[config.mk]
export PLATFORM = sky130hd
export DESIGN_NAME = remote_bus_responder
export DESIGN_NICKNAME = d
export VERILOG_FILES = /design/src/rb_pkg.sv /design/src/uart_rx_byte.sv /design/src/uart_tx_byte.sv /design/src/remote_bus_responder.sv
export SDC_FILE = /design/constraint.sdc
export NUM_CORES = 1
export LEC_CHECK = 0
export BUFFER_PORTS_ARGS = -buffer_cell sky130_fd_sc_hd__buf_2
export CAP_MARGIN = 20
export CORE_MARGIN = 2
export CORE_UTILIZATION = 51
export CTS_CLUSTER_SIZE = 30
export DETAILED_ROUTE_END_ITERATION = 10
export GPL_TIMING_DRIVEN = 0
export PLACE_DENSITY_LB_ADDON = 0.05
export SETUP_SLACK_MARGIN = 0.4
export SLEW_MARGIN = 20
export SYNTH_ARGS = -nofsm -noshare
export SYNTH_HDL_FRONTEND = slang
export SYNTH_HIERARCHICAL = 1
export SYNTH_SLANG_ARGS = --single-unit
[constraint.sdc]
create_clock -name clk_sys -period 4.2 [get_ports clk_sys]
set_input_delay 0.84 -clock clk_sys [delete_from_list [all_inputs] [get_ports clk_sys]]
set_output_delay 0.84 -clock clk_sys [all_outputs]
set_load 0.02 [all_outputs]
[src/rb_pkg.sv]
// Purpose: shared constants and types of the remote bus responder
// Assumes: clk_sys at 100 MHz, 9600 baud 8N1 serial link
// Notes: attenuation is kept as binary tenths of a dB
package rb_pkg;
  localparam int CLK_HZ = 100_000_000;
  localparam int BAUD   = 9600;
  localparam int BIT_CYC = (CLK_HZ + BAUD / 2) / BAUD;
  localparam logic [7:0] STX = 8'h02, ETX = 8'h03, ACK = 8'h06, NAK = 8'h15;
  localparam logic [7:0] ADDR_MIN = 8'h31, ADDR_MAX = 8'h6F, ADDR_DEF = 8'h31;
  localparam logic [7:0] C_DEVNUM = 8'h30, C_POLL = 8'h31, C_FREQ = 8'h32;
  localparam logic [7:0] C_LATT = 8'h33, C_STEP = 8'h34, C_MASK = 8'h35;
  localparam logic [7:0] C_MUTE = 8'h36, C_IATT = 8'h37;
  localparam logic [7:0] CH_0 = 8'h30, CH_9 = 8'h39, CH_DOT = 8'h2E;
  localparam logic [7:0] CH_PLUS = 8'h2B, CH_MINUS = 8'h2D, CH_2 = 8'h32;
  localparam int MAX_CMD = 9;
  localparam int MAX_RSP = 32;
  localparam logic [3:0] LEN_FREQ = 4'h9, LEN_ATT = 4'h4, LEN_MASK = 4'h8;
  localparam logic [3:0] LEN_ONE = 4'h1;
  localparam logic [5:0] RSP_ID = 6'h01, RSP_POLL = 6'h08, RSP_HDR = 6'h03;
  localparam int FRQ_DOT = 5;
  localparam logic [9:0] ATT_STEP = 10'h005, ATT_MAX = 10'h3E7;
  localparam logic [9:0] W_100 = 10'h064, W_10 = 10'h00A;
  localparam logic [1:0] RG_ADDR = 2'h0, RG_MASK = 2'h1, RG_STAT = 2'h2;
  localparam logic [1:0] RG_KEY = 2'h3;
  localparam logic [1:0] BOOT_SETTLE = 2'h3;
  typedef enum logic [1:0] {
    MUTE_FORCE = 2'h0,
    MUTE_REL   = 2'h1,
    MUTE_AUTO  = 2'h2
  } mute_e;
  typedef struct packed {
    logic [31:0] freq;
    logic [9:0]  latt;
    logic [9:0]  iatt;
    mute_e       mute;
    logic [7:0]  mask;
  } settings_s;
  localparam settings_s SET_DEF = '{32'h0, 10'h0, 10'h0, MUTE_REL, 8'hFF};
endpackage

[src/uart_rx_byte.sv]
// Purpose: 8N1 character receiver
// Assumes: rxd is an asynchronous pin
// Notes: a start bit that is gone at mid-bit is taken as a glitch
`timescale 1ns/1ps
`default_nettype none
module uart_rx_byte #(
  parameter int BAUD_DIV = rb_pkg::BIT_CYC
) (
  input  wire logic       clk_sys,
  input  wire logic       resetn,
  input  wire logic       rxd,
  output logic [7:0]      rx_data,
  output logic            rx_valid
);
  logic [1:0]  sync_ff;
  logic [15:0] cnt_ff;
  logic [3:0]  bit_ff;
  logic        busy_ff;
  logic [7:0]  sh_ff;
  wire         line = sync_ff[1];
  wire         tick = busy_ff && (cnt_ff == 16'h0);
  // Bit 0 is the start sample, 1..8 data, 9 the stop bit
  always_ff @(posedge clk_sys or negedge resetn) begin
    if (!resetn) begin
      sync_ff  <= 2'h3;
      cnt_ff   <= 16'h0;
      bit_ff   <= 4'h0;
      busy_ff  <= 1'b0;
      sh_ff    <= 8'h0;
      rx_data  <= 8'h0;
      rx_valid <= 1'b0;
    end else begin
      sync_ff  <= {sync_ff[0], rxd};
      rx_valid <= tick && (bit_ff == 4'h9) && line;
      if (!busy_ff && !line) begin
        busy_ff <= 1'b1;
        cnt_ff  <= 16'((BAUD_DIV - 1) / 2);
        bit_ff  <= 4'h0;
      end else if (busy_ff && !tick) begin
        cnt_ff <= cnt_ff - 16'h1;
      end else if (tick) begin
        cnt_ff <= 16'(BAUD_DIV - 1);
        bit_ff <= bit_ff + 4'h1;
        if ((bit_ff == 4'h0 && line) || bit_ff == 4'h9) begin
          busy_ff <= 1'b0;
        end
        if (bit_ff == 4'h9) begin
          rx_data <= sh_ff;
        end else if (bit_ff != 4'h0) begin
          sh_ff <= {line, sh_ff[7:1]};
        end
      end
    end
  end
endmodule
`default_nettype wire

[src/uart_tx_byte.sv]
// Purpose: 8N1 character transmitter
// Assumes: tx_start only while tx_busy is low
// Notes: tx_busy covers the whole stop bit
`timescale 1ns/1ps
`default_nettype none
module uart_tx_byte #(
  parameter int BAUD_DIV = rb_pkg::BIT_CYC
) (
  input  wire logic       clk_sys,
  input  wire logic       resetn,
  input  wire logic [7:0] tx_data,
  input  wire logic       tx_start,
  output logic            txd,
  output logic            tx_busy
);
  logic [9:0]  sh_ff;
  logic [3:0]  n_ff;
  logic [15:0] cnt_ff;
  always_ff @(posedge clk_sys or negedge resetn) begin
    if (!resetn) begin
      sh_ff   <= 10'h3FF;
      n_ff    <= 4'h0;
      cnt_ff  <= 16'h0;
      txd     <= 1'b1;
      tx_busy <= 1'b0;
    end else if (!tx_busy) begin
      if (tx_start) begin
        sh_ff   <= {1'b1, tx_data, 1'b0};
        n_ff    <= 4'hA;
        cnt_ff  <= 16'h0;
        tx_busy <= 1'b1;
      end
    end else if (cnt_ff != 16'h0) begin
      cnt_ff <= cnt_ff - 16'h1;
    end else if (n_ff == 4'h0) begin
      tx_busy <= 1'b0;
    end else begin
      txd    <= sh_ff[0];
      sh_ff  <= {1'b1, sh_ff[9:1]};
      n_ff   <= n_ff - 4'h1;
      cnt_ff <= 16'(BAUD_DIV - 1);
    end
  end
endmodule
`default_nettype wire

[src/remote_bus_responder.sv]
// Purpose: addressed command frames, settings, mute and alarm outputs
// Assumes: rxd, nv_ok and alarm_pins are asynchronous pins
// Notes: a frame is judged only once its checksum char is in
`timescale 1ns/1ps
`default_nettype none
module remote_bus_responder #(
  parameter int         BAUD_DIV = rb_pkg::BIT_CYC,
  parameter logic [7:0] DEV_ID   = 8'h41 // Arbitrary identity char
) (
  input  wire logic              clk_sys,
  input  wire logic              resetn,
  input  wire logic              rxd,
  output logic                   txd,
  output logic                   txd_oe_n,
  input  wire logic [1:0]        reg_addr,
  input  wire logic [7:0]        reg_wdata,
  input  wire logic              reg_wr,
  input  wire logic              reg_rd,
  output logic [7:0]             reg_rdata,
  input  wire logic              nv_ok,
  input  wire rb_pkg::settings_s nv_set,
  input  wire logic [4:0]        alarm_pins,
  output rb_pkg::settings_s      cur_set,
  output logic [31:0]            freq_bcd,
  output logic                   mute_o,
  output logic                   mute_oe_n,
  output logic                   alarm_relay,
  output logic                   alarm_led
);
  if (BAUD_DIV < 16 || BAUD_DIV > 65535) begin : g_chk
    $error("BAUD_DIV out of range");
  end

  typedef enum logic [8:0] {
    S_BOOT = 9'h001,
    S_KEYW = 9'h002,
    S_IDLE = 9'h004,
    S_ADDR = 9'h008,
    S_CMD  = 9'h010,
    S_DATA = 9'h020,
    S_CSUM = 9'h040,
    S_EXEC = 9'h080,
    S_TX   = 9'h100
  } state_e;

  function automatic logic is_dig(input logic [7:0] c);
    return (c >= rb_pkg::CH_0) && (c <= rb_pkg::CH_9);
  endfunction

  function automatic logic [9:0] att_val(input logic [7:0] a,
                                         input logic [7:0] b,
                                         input logic [7:0] c);
    return 10'(a[3:0] * rb_pkg::W_100) + 10'(b[3:0] * rb_pkg::W_10)
         + {6'h0, c[3:0]};
  endfunction

  state_e            state_ff;
  logic [1:0]        boot_cnt_ff;
  logic              nv_err_ff;
  logic [5:0]        pin_s1_ff;
  logic [5:0]        pin_s2_ff;
  logic [7:0]        my_addr_ff;
  logic [7:0]        rx_addr_ff;
  logic [7:0]        cmd_ff;
  logic [3:0]        len_ff;
  logic [7:0]        sum_ff;
  logic [7:0]        chk_ff;
  logic [7:0]        buf_ff [rb_pkg::MAX_CMD];
  rb_pkg::settings_s set_ff;
  rb_pkg::settings_s nxt_set;
  logic [7:0]        stat_ff;
  logic [7:0]        ack_ff;
  logic [5:0]        dlen_ff;
  logic [5:0]        idx_ff;
  logic [7:0]        bits_ff;
  logic [7:0]        txsum_ff;
  logic              tx_start_ff;
  logic [7:0]        tx_dat_ff;
  logic              tx_busy;
  logic [7:0]        rx_byte;
  logic              rx_valid;
  logic              cmd_ok;
  logic              fmt_frq;
  logic              fmt_msk;
  logic [7:0]        new_mask;
  logic [7:0]        cur_byte;

  uart_rx_byte #(.BAUD_DIV(BAUD_DIV)) u_rx (
    .clk_sys  (clk_sys),
    .resetn   (resetn),
    .rxd      (rxd),
    .rx_data  (rx_byte),
    .rx_valid (rx_valid)
  );

  uart_tx_byte #(.BAUD_DIV(BAUD_DIV)) u_tx (
    .clk_sys  (clk_sys),
    .resetn   (resetn),
    .tx_data  (tx_dat_ff),
    .tx_start (tx_start_ff),
    .txd      (txd),
    .tx_busy  (tx_busy)
  );

  // Pins: nv_ok on bit 5, alarm_pins below it
  wire       nv_good = pin_s2_ff[5];
  wire [4:0] alm     = pin_s2_ff[4:0];
  wire       sum_alm = nv_err_ff
                     | (|({alm[4:1], 2'h0, alm[0]} & set_ff.mask[7:1]));
  wire [7:0] stat_w  = {alm[4:1], 2'h0, alm[0], sum_alm};
  wire       mute_on = (set_ff.mute == rb_pkg::MUTE_FORCE)
                     || (set_ff.mute == rb_pkg::MUTE_AUTO && sum_alm);

  wire       in_frm  = state_ff inside {S_IDLE, S_ADDR, S_CMD, S_DATA};
  wire       got_stx = rx_valid && in_frm && rx_byte == rb_pkg::STX;
  wire       hit     = rx_addr_ff == my_addr_ff;
  wire       sum_ok  = chk_ff == sum_ff;
  wire       exec_ok = hit && sum_ok && cmd_ok;
  wire       tx_go   = state_ff == S_TX && !tx_busy && !tx_start_ff;
  wire [5:0] last_ix = dlen_ff + rb_pkg::RSP_HDR + 6'h1;
  wire       key_wr  = reg_wr && reg_addr == rb_pkg::RG_KEY;
  wire       adr_wr  = reg_wr && reg_addr == rb_pkg::RG_ADDR
                     && reg_wdata >= rb_pkg::ADDR_MIN
                     && reg_wdata <= rb_pkg::ADDR_MAX;
  wire       msk_wr  = reg_wr && reg_addr == rb_pkg::RG_MASK;
  wire [9:0] att_new = att_val(buf_ff[0], buf_ff[1], buf_ff[3]);
  wire       fmt_att = len_ff == rb_pkg::LEN_ATT && is_dig(buf_ff[0])
                     && is_dig(buf_ff[1]) && buf_ff[2] == rb_pkg::CH_DOT
                     && is_dig(buf_ff[3]);
  wire       one     = len_ff == rb_pkg::LEN_ONE;
  wire       st_up   = buf_ff[0] == rb_pkg::CH_PLUS
                     && set_ff.latt <= rb_pkg::ATT_MAX - rb_pkg::ATT_STEP;
  wire       st_dn   = buf_ff[0] == rb_pkg::CH_MINUS
                     && set_ff.latt >= rb_pkg::ATT_STEP;

  // Field checks for the two long data strings
  always_comb begin
    fmt_frq  = len_ff == rb_pkg::LEN_FREQ;
    fmt_msk  = len_ff == rb_pkg::LEN_MASK;
    new_mask = 8'h0;
    for (int i = 0; i < rb_pkg::MAX_CMD; i++) begin
      if (i == rb_pkg::FRQ_DOT) begin
        fmt_frq = fmt_frq && buf_ff[i] == rb_pkg::CH_DOT;
      end else begin
        fmt_frq = fmt_frq && is_dig(buf_ff[i]);
      end
    end
    for (int i = 0; i < 8; i++) begin
      fmt_msk = fmt_msk && buf_ff[i][7:1] == rb_pkg::CH_0[7:1];
      new_mask[7 - i] = buf_ff[i][0];
    end
  end

  // Command decode; a code outside 0x30..0x37 is refused
  always_comb begin
    nxt_set = set_ff;
    cmd_ok  = 1'b0;
    unique case (cmd_ff)
      rb_pkg::C_DEVNUM, rb_pkg::C_POLL: begin
        cmd_ok = len_ff == 4'h0;
      end
      rb_pkg::C_FREQ: begin
        cmd_ok = fmt_frq;
        nxt_set.freq = {buf_ff[0][3:0], buf_ff[1][3:0], buf_ff[2][3:0],
                        buf_ff[3][3:0], buf_ff[4][3:0], buf_ff[6][3:0],
                        buf_ff[7][3:0], buf_ff[8][3:0]};
      end
      rb_pkg::C_LATT: begin
        cmd_ok = fmt_att;
        nxt_set.latt = att_new;
      end
      rb_pkg::C_IATT: begin
        cmd_ok = fmt_att;
        nxt_set.iatt = att_new;
      end
      rb_pkg::C_STEP: begin
        cmd_ok = one && (st_up || st_dn);
        nxt_set.latt = st_up ? set_ff.latt + rb_pkg::ATT_STEP
                             : set_ff.latt - rb_pkg::ATT_STEP;
      end
      rb_pkg::C_MASK: begin
        cmd_ok = fmt_msk;
        nxt_set.mask = new_mask;
      end
      rb_pkg::C_MUTE: begin
        cmd_ok = one && buf_ff[0] >= rb_pkg::CH_0
               && buf_ff[0] <= rb_pkg::CH_2;
        nxt_set.mute = rb_pkg::mute_e'(buf_ff[0][1:0]);
      end
      default: cmd_ok = 1'b0;
    endcase
  end

  // Reply character for the current position
  always_comb begin
    if (idx_ff == 6'h0) begin
      cur_byte = ack_ff;
    end else if (idx_ff == 6'h1) begin
      cur_byte = my_addr_ff;
    end else if (idx_ff == 6'h2) begin
      cur_byte = cmd_ff;
    end else if (idx_ff < dlen_ff + rb_pkg::RSP_HDR) begin
      cur_byte = (cmd_ff == rb_pkg::C_DEVNUM) ? DEV_ID
               : {rb_pkg::CH_0[7:1], bits_ff[7]};
    end else if (idx_ff == dlen_ff + rb_pkg::RSP_HDR) begin
      cur_byte = rb_pkg::ETX;
    end else begin
      cur_byte = txsum_ff;
    end
  end

  // Frame sequencer
  always_ff @(posedge clk_sys or negedge resetn) begin
    if (!resetn) begin
      state_ff    <= S_BOOT;
      boot_cnt_ff <= 2'h0;
      nv_err_ff   <= 1'b0;
      rx_addr_ff  <= 8'h0;
      cmd_ff      <= 8'h0;
      len_ff      <= 4'h0;
      sum_ff      <= 8'h0;
      chk_ff      <= 8'h0;
    end else begin
      if (state_ff == S_BOOT) begin
        boot_cnt_ff <= boot_cnt_ff + 2'h1;
        if (boot_cnt_ff == rb_pkg::BOOT_SETTLE) begin
          state_ff  <= nv_good ? S_IDLE : S_KEYW;
          nv_err_ff <= !nv_good;
        end
      end else if (state_ff == S_KEYW) begin
        if (key_wr) begin
          state_ff  <= S_IDLE;
          nv_err_ff <= 1'b0;
        end
      end else if (got_stx) begin
        state_ff <= S_ADDR;
        sum_ff   <= rb_pkg::STX;
        len_ff   <= 4'h0;
      end else if (rx_valid && state_ff != S_IDLE && in_frm) begin
        sum_ff <= sum_ff ^ rx_byte;
        unique case (state_ff)
          S_ADDR: begin
            rx_addr_ff <= rx_byte;
            state_ff   <= S_CMD;
          end
          S_CMD: begin
            cmd_ff   <= rx_byte;
            state_ff <= S_DATA;
          end
          S_DATA: begin
            if (rx_byte == rb_pkg::ETX) begin
              state_ff <= S_CSUM;
            end else if (len_ff == 4'(rb_pkg::MAX_CMD)) begin
              state_ff <= S_IDLE;
            end else begin
              len_ff <= len_ff + 4'h1;
            end
          end
          default: state_ff <= S_IDLE;
        endcase
      end else if (rx_valid && state_ff == S_CSUM) begin
        chk_ff   <= rx_byte;
        state_ff <= S_EXEC;
      end else if (state_ff == S_EXEC) begin
        state_ff <= hit ? S_TX : S_IDLE;
      end else if (tx_go && idx_ff == last_ix + 6'h1) begin
        state_ff <= S_IDLE;
      end
    end
  end

  // Data characters need no reset
  always_ff @(posedge clk_sys) begin
    if (rx_valid && state_ff == S_DATA && rx_byte != rb_pkg::ETX
        && len_ff < 4'(rb_pkg::MAX_CMD)) begin
      buf_ff[len_ff] <= rx_byte;
    end
  end

  // Reply builder and transmit pacing
  always_ff @(posedge clk_sys or negedge resetn) begin
    if (!resetn) begin
      ack_ff      <= rb_pkg::NAK;
      dlen_ff     <= 6'h0;
      idx_ff      <= 6'h0;
      bits_ff     <= 8'h0;
      txsum_ff    <= 8'h0;
      tx_start_ff <= 1'b0;
      tx_dat_ff   <= 8'h0;
      txd_oe_n    <= 1'b1;
    end else begin
      tx_start_ff <= 1'b0;
      txd_oe_n    <= state_ff != S_TX;
      if (state_ff == S_EXEC) begin
        ack_ff   <= exec_ok ? rb_pkg::ACK : rb_pkg::NAK;
        idx_ff   <= 6'h0;
        txsum_ff <= 8'h0;
        bits_ff  <= stat_ff;
        dlen_ff  <= !exec_ok ? 6'h0
                  : cmd_ff == rb_pkg::C_DEVNUM ? rb_pkg::RSP_ID
                  : cmd_ff == rb_pkg::C_POLL ? rb_pkg::RSP_POLL : 6'h0;
      end else if (tx_go && idx_ff <= last_ix) begin
        tx_start_ff <= 1'b1;
        tx_dat_ff   <= cur_byte;
        txsum_ff    <= txsum_ff ^ cur_byte;
        idx_ff      <= idx_ff + 6'h1;
        if (idx_ff >= rb_pkg::RSP_HDR) begin
          bits_ff <= {bits_ff[6:0], 1'b0};
        end
      end else if (tx_go) begin
        idx_ff <= idx_ff + 6'h1;
      end
    end
  end

  // Settings, unit address and register port
  always_ff @(posedge clk_sys or negedge resetn) begin
    if (!resetn) begin
      set_ff     <= rb_pkg::SET_DEF;
      my_addr_ff <= rb_pkg::ADDR_DEF;
      pin_s1_ff  <= 6'h0;
      pin_s2_ff  <= 6'h0;
      stat_ff    <= 8'h0;
      reg_rdata  <= 8'h0;
    end else begin
      pin_s1_ff <= {nv_ok, alarm_pins};
      pin_s2_ff <= pin_s1_ff;
      stat_ff   <= stat_w;
      if (state_ff == S_BOOT && boot_cnt_ff == rb_pkg::BOOT_SETTLE
          && nv_good) begin
        set_ff <= nv_set;
      end else if (state_ff == S_KEYW && key_wr) begin
        set_ff <= rb_pkg::SET_DEF;
      end else if (state_ff == S_EXEC && exec_ok) begin
        set_ff <= nxt_set;
      end else if (msk_wr) begin
        set_ff.mask <= reg_wdata;
      end
      if (adr_wr) begin
        my_addr_ff <= reg_wdata;
      end
      if (!reg_rd) begin
        reg_rdata <= 8'h0;
      end else begin
        unique case (reg_addr)
          rb_pkg::RG_ADDR: reg_rdata <= my_addr_ff;
          rb_pkg::RG_MASK: reg_rdata <= set_ff.mask;
          rb_pkg::RG_STAT: reg_rdata <= stat_ff;
          rb_pkg::RG_KEY:  reg_rdata <= {7'h0, state_ff == S_KEYW};
        endcase
      end
    end
  end

  // Pin drivers; the mute line is open drain
  always_ff @(posedge clk_sys or negedge resetn) begin
    if (!resetn) begin
      cur_set     <= rb_pkg::SET_DEF;
      freq_bcd    <= 32'h0;
      mute_o      <= 1'b0;
      mute_oe_n   <= 1'b1;
      alarm_relay <= 1'b0;
      alarm_led   <= 1'b0;
    end else begin
      cur_set     <= set_ff;
      freq_bcd    <= set_ff.freq;
      mute_o      <= 1'b0;
      mute_oe_n   <= !mute_on;
      alarm_relay <= sum_alm;
      alarm_led   <= sum_alm;
    end
  end
endmodule
`default_nettype wire

# --- Word level (Yosys, flattened, before mapping) ---
# Memory sizes are Yosys's and may differ from the RTL's.
# Cells that the tools add are included.
word_totals:
  rom_bits: 0
  mem_count: 1
  word_cells: 374
  regBits: 326
  ramBits: 72
  latchBits: 0
memory_table:
  columns: ["memory", "words", "width", "rd", "rd_clocked_by_memory_dff", "write_ports", "line", "source"]
  rows:
  - ["buf_ff", 9, 8, 9, 0, 1, "remote_bus_responder.sv:68", "logic [7:0] buf_ff [rb_pkg::MAX_CMD];"]
op_classes:
  n_mux: 87
  n_shift: 0
  n_mul: 2
  reduce_logical: 126
  n_bitwise: 14
  magnitude_cmp: 25
  eq_ne: 60
  add_sub_neg: 14
  n_div: 0
op_table:
  columns: ["op", "count"]
  rows:
  - ["$mux 8", 16]
  - ["$mux 62", 2]
  - ["$mux 16", 7]
  - ["$mux 9", 12]
  - ["$eq 8x6->1 const B", 12]
  - ["$ge 8x6->1 const B", 9]
  - ["$le 8x6->1 const B", 9]
  - ["$logic_and 1x1->1", 64]
  - ["$mux 10", 6]
  - ["$mux 4", 15]
  - ["$eq 7x5->1 const B", 8]
  - ["$mux 54", 1]
  - ["$mux 32", 1]
  - ["$pmux 8 s4", 1]
  - ["$sub 16x1->16 const B", 2]
  - ["$pmux 9 s3", 1]
  - ["$pmux 10 s2", 1]
  - ["$reduce_and 5->1", 4]
  - ["$add 6x1->6 const B", 3]
  - ["$mux 6", 3]
  - ["$reduce_and 2->1", 9]
  - ["$reduce_bool 2->1", 9]
  - ["$reduce_bool 3->1", 6]
  - ["$eq 8x2->1 const B", 2]
  - ["67 further kinds", 125]

# --- Longest topological paths before layout ---
# An unclocked memory read counts as a cell.
depth:
  ltp_word: 18
  depth_mapped: 14
  ltp_nobuf: 14

# --- Modules after synthesis ---
# The synthesis kept the hierarchy.
modules_own_cells:
  columns: ["mod", "cells_each", "area_each_um2", "seq_area_each_um2", "n_inst"]
  rows:
  - ["remote_bus_responder", 1311, 15075.7, 8274.2, 1]
  - ["uart_rx_byte", 176, 1955.6, 1003.5, 1]
  - ["uart_tx_byte", 169, 1657.8, 788.3, 1]

# --- Worst setup path before layout ---
# OpenSTA, ideal clock, no wires.
synth_timing:
  path_type: "register to register"
  from: "mem buf_ff[1][1]"
  to: "reg set_ff[19] in the netlist's numbering"
  setup_time_ns: 0.131
  path_stages_with_launch: 13
  t_arrival_ns: 2.959
  setup_slack_ns: 1.110
  required_ns: 4.069
  cell_sequence: "edfxtp_1 > ha_1 > ha_1 > fa_1 > xor2_1 > ha_1 > ha_1 > o21a_1 > o31a_1 > o22ai_1 > xnor2_1 > o41ai_1 > a2bb2oi_1"
synth_rtl:
  columns: ["element", "line", "source"]
  rows:
  - ["start, declared", "remote_bus_responder.sv:68", null]
  - ["end signal, assigned", "remote_bus_responder.sv:319", "set_ff <= rb_pkg::SET_DEF;"]
  - ["end signal, assigned", "remote_bus_responder.sv:331", "set_ff <= nv_set;"]
  - ["end signal, assigned", "remote_bus_responder.sv:333", "set_ff <= rb_pkg::SET_DEF;"]
  - ["end, declared", "remote_bus_responder.sv:69", "rb_pkg::settings_s set_ff;"]

==> reports/metrics.cfg <==
[outcome]
status=completed

[placement]
place_congestion=0.877
dp.cells=2316
dp_hpwl_um=34600
pre_cts_ws_ps=486
port_buffers=189
place_area_um2=20300

[power]
power.switching_uw=1700
pwr-share-clk=0.464
seq_power_share=0.504
power_leakage_uw=0.00996
switching_share=0.217
comb_power_share=0.032
power.density_nw_per_um2=362
internal_power_uw=6140
ir_drop_v=0.000321

[route]
top_layer_used=met5
wl_um=48200
route.met2.wl_um=22100
drc_errors=0
drtAntennaViolNets=0
drt_iter0_markers=1102
drt_first_pass_iters=5
wl_met1_um=22400
wl_met3_um=2660
vias_per_cell=5.74
route.vias.total=13800
wl_per_cell_um=20.1

[logic_synthesis]
yosysSeqAreaShare=0.539
netlist_instances=1656
synth_area_leaders=dfrtp_1, edfxtp_1, dfstp_2
synth-edff-count=72
synthAdderAreaFrac=0.0442
synth_top_family_by_area=simple AND/OR/NAND/NOR gates
ys.flop_type=dfrtp_1
syn_avg_cell_area_um2=11.3
yosys.area.top_type=dfrtp_1
synth_xor_area_frac=0.0295
synthSimpleGateAreaFrac=0.159
synth_warnings=6
synth_mux_area_frac=0.0495
async_flop_share=0.813
netlist_area_um2=18700
yosys.cell_types.count=110
synthDominantCellAreaShare=0.371
synth_compound_gate_area_share=0.137
syn_nets=1802
synth-seq-cells=386

[worst_setup_path]
r2r_start=buf_ff[0][1]
reg2regPathDepth=14
cp.required_ps=4620
worstSetupStartpoint=buf_ff[0][1]
end_kind=flop
crit_path_end=set_ff[19]
critPathKind=reg2reg
arrival_ps=3950
cp_max_fo=7
rr_endpoint=set_ff[19]
critPathLaunchType=flop
r2r_slack_ps=670

[clock_network]
cts_root_buf=clkbuf_16
cts_buffers=41
clkTransAtPathRegs_ps=60
h-tree-depth=2
clock_sinks=386
clkLatencyLatePin_ps=560
cts_tree=done
clk_path_buf_depth=3

[floorplanning]
die_w_um=195
core_area_um2=36300
die-area_um2=38200
std_cell_rows=70
start_util=0.514
die_y_um=195
ios=191

[layout]
fin_util=0.597
fin_nets=2039
fin_area_um2=21700
area.growth.synth_to_final_pct=16.0
fillers=3053
layout.cells.non_filler=2394
drive_above_1_share=0.242

[job]
maxCapViolations=0

[sta]
hold_viol=0
period_share=0.841
clock_skew_ps=23.7
grt_setup_unrepaired=false
fmax_mhz=283
setup_viol=0
max_slew_margin=0.257
drv_slew=0
fin_ws_ps=668
timing.hold.ws_ps=254
tightest_slew_ps=1110
finalCriticalPeriod_ps=3530

[global_route]
overflow=0
grt_pass1_vias=13500
antenna_found_initial=2
grt_max_degree=99
grtUsageTotal=0.257
grt_pass1_wl_um=76600

[min_path]
min-delay-path-class=in2async

==> final cells by class <==
class | instances | area, µm² | area share
Inverter | 47 | 176 | 0.00814
Clock inverter | 18 | 196 | 0.00906
Buffer | 105 | 607 | 0.0280
Sequential cell | 386 | 10100 | 0.464
Tap cell | 468 | 586 | 0.0270
Multi-Input combinational cell | 1118 | 7850 | 0.362
Clock buffer | 57 | 1150 | 0.0529
Antenna cell | 1 | 2.50 | 0.000115
Timing Repair Buffer | 194 | 1050 | 0.0486
==> registers in the layout, indices dropped and copies added (netlist names), 9 cells and up <==
register and count:
buf_ff 72, set_ff 62, freq_bcd 32, cur_set 30, u_rx/cnt_ff 16, u_tx/cnt_ff 16, state_ff 9, u_tx/sh_ff 9
==> logic make-up (layout without fill, tap and decap cells) <==
family	after synthesis	count (layout)
AOI/OAI and AO/OA	357	357
buffers and inverters	152	421
DFF	386	386
and+or+nand+nor	548	548
xor gates and xnor gates	63	63
other	2	3
adders and majority gates	63	63
muxes	85	85
==> power groups by stage <==
stage	clock network, µW	registers (µW)	logic, µW
finish	3640	3950	251
global route	3870	3960	280
CTS	3730	3950	257
detailed placement	0	4020	255
global placement	0	4020	240
floorplan	0	4020	74.1
==> how the worst min path moves through the flow <==
| stage | to | depth (start not counted) |
|---|---|---|
| after floorplan | pin_s2_ff[0] | 0 |
| after global placement | pin_s2_ff[3] | 0 |
| after detailed placement | pin_s2_ff[3] | 0 |
| after CTS | set_ff[44] | 1 |
| after global routing | set_ff[44] | 1 |
| final | freq_bcd[17] | 1 |
==> critical path: stages (launching register included) <==
cell	delay, ps
edfxtp_1	540
inv_1	210
ha_1	330
ha_1	180
inv_1	60
fa_1	470
inv_1	40
ha_1	280
ha_1	330
o21a_1	110
o31a_1	110
o22ai_1	180
xnor2_1	170
o41ai_2	280
a2bb2oi_1	120
==> routing by layer <==
metal,vias to the layer above,track usage
met4,4,0.0710
li1,6466,-
met5,-,0
met2,385,0.402
met3,65,0.0397
met1,6832,0.374
==> through the flow <==
step	TNS (ps)	power [µW]
after floorplan	0	4090
after global placement	-1049360	4260
after detailed placement	0	4280
after CTS	0	7940
after global routing	0	8100
final	0	7850
==> repair_timing <==
action	in CTS	in global routing
endpoints found under the setup margin	0	1
hold buffers	0	0
setup buffers	0	2
resized for setup	0	1
==> cells in the mapped netlist (28+ instances only) <==
master,instances
a21oi_1,59
a22oi_1,36
buf_4,40
clkbuf_1,42
dfrtp_1,277
dfstp_2,37
edfxtp_1,72
ha_1,58
inv_1,46
mux2_2,38
mux2i_1,36
nand2_1,156
nand3_1,28
nor2_1,132
o21ai_0,81
xor2_1,37
==> cell usage in the layout, fill, tap and decap left out, types with 46 or more instances in the layout <==
| master | n |
|---|---|
| inv_1 | 46 |
| ha_1 | 58 |
| nand2_1 | 156 |
| buf_2 | 201 |
| a21oi_1 | 59 |
| dfrtp_1 | 277 |
| clkbuf_1 | 53 |
| o21ai_0 | 81 |
| edfxtp_1 | 72 |
| nor2_1 | 132 |
No activity file was read; power rests on OpenSTA's default activity.
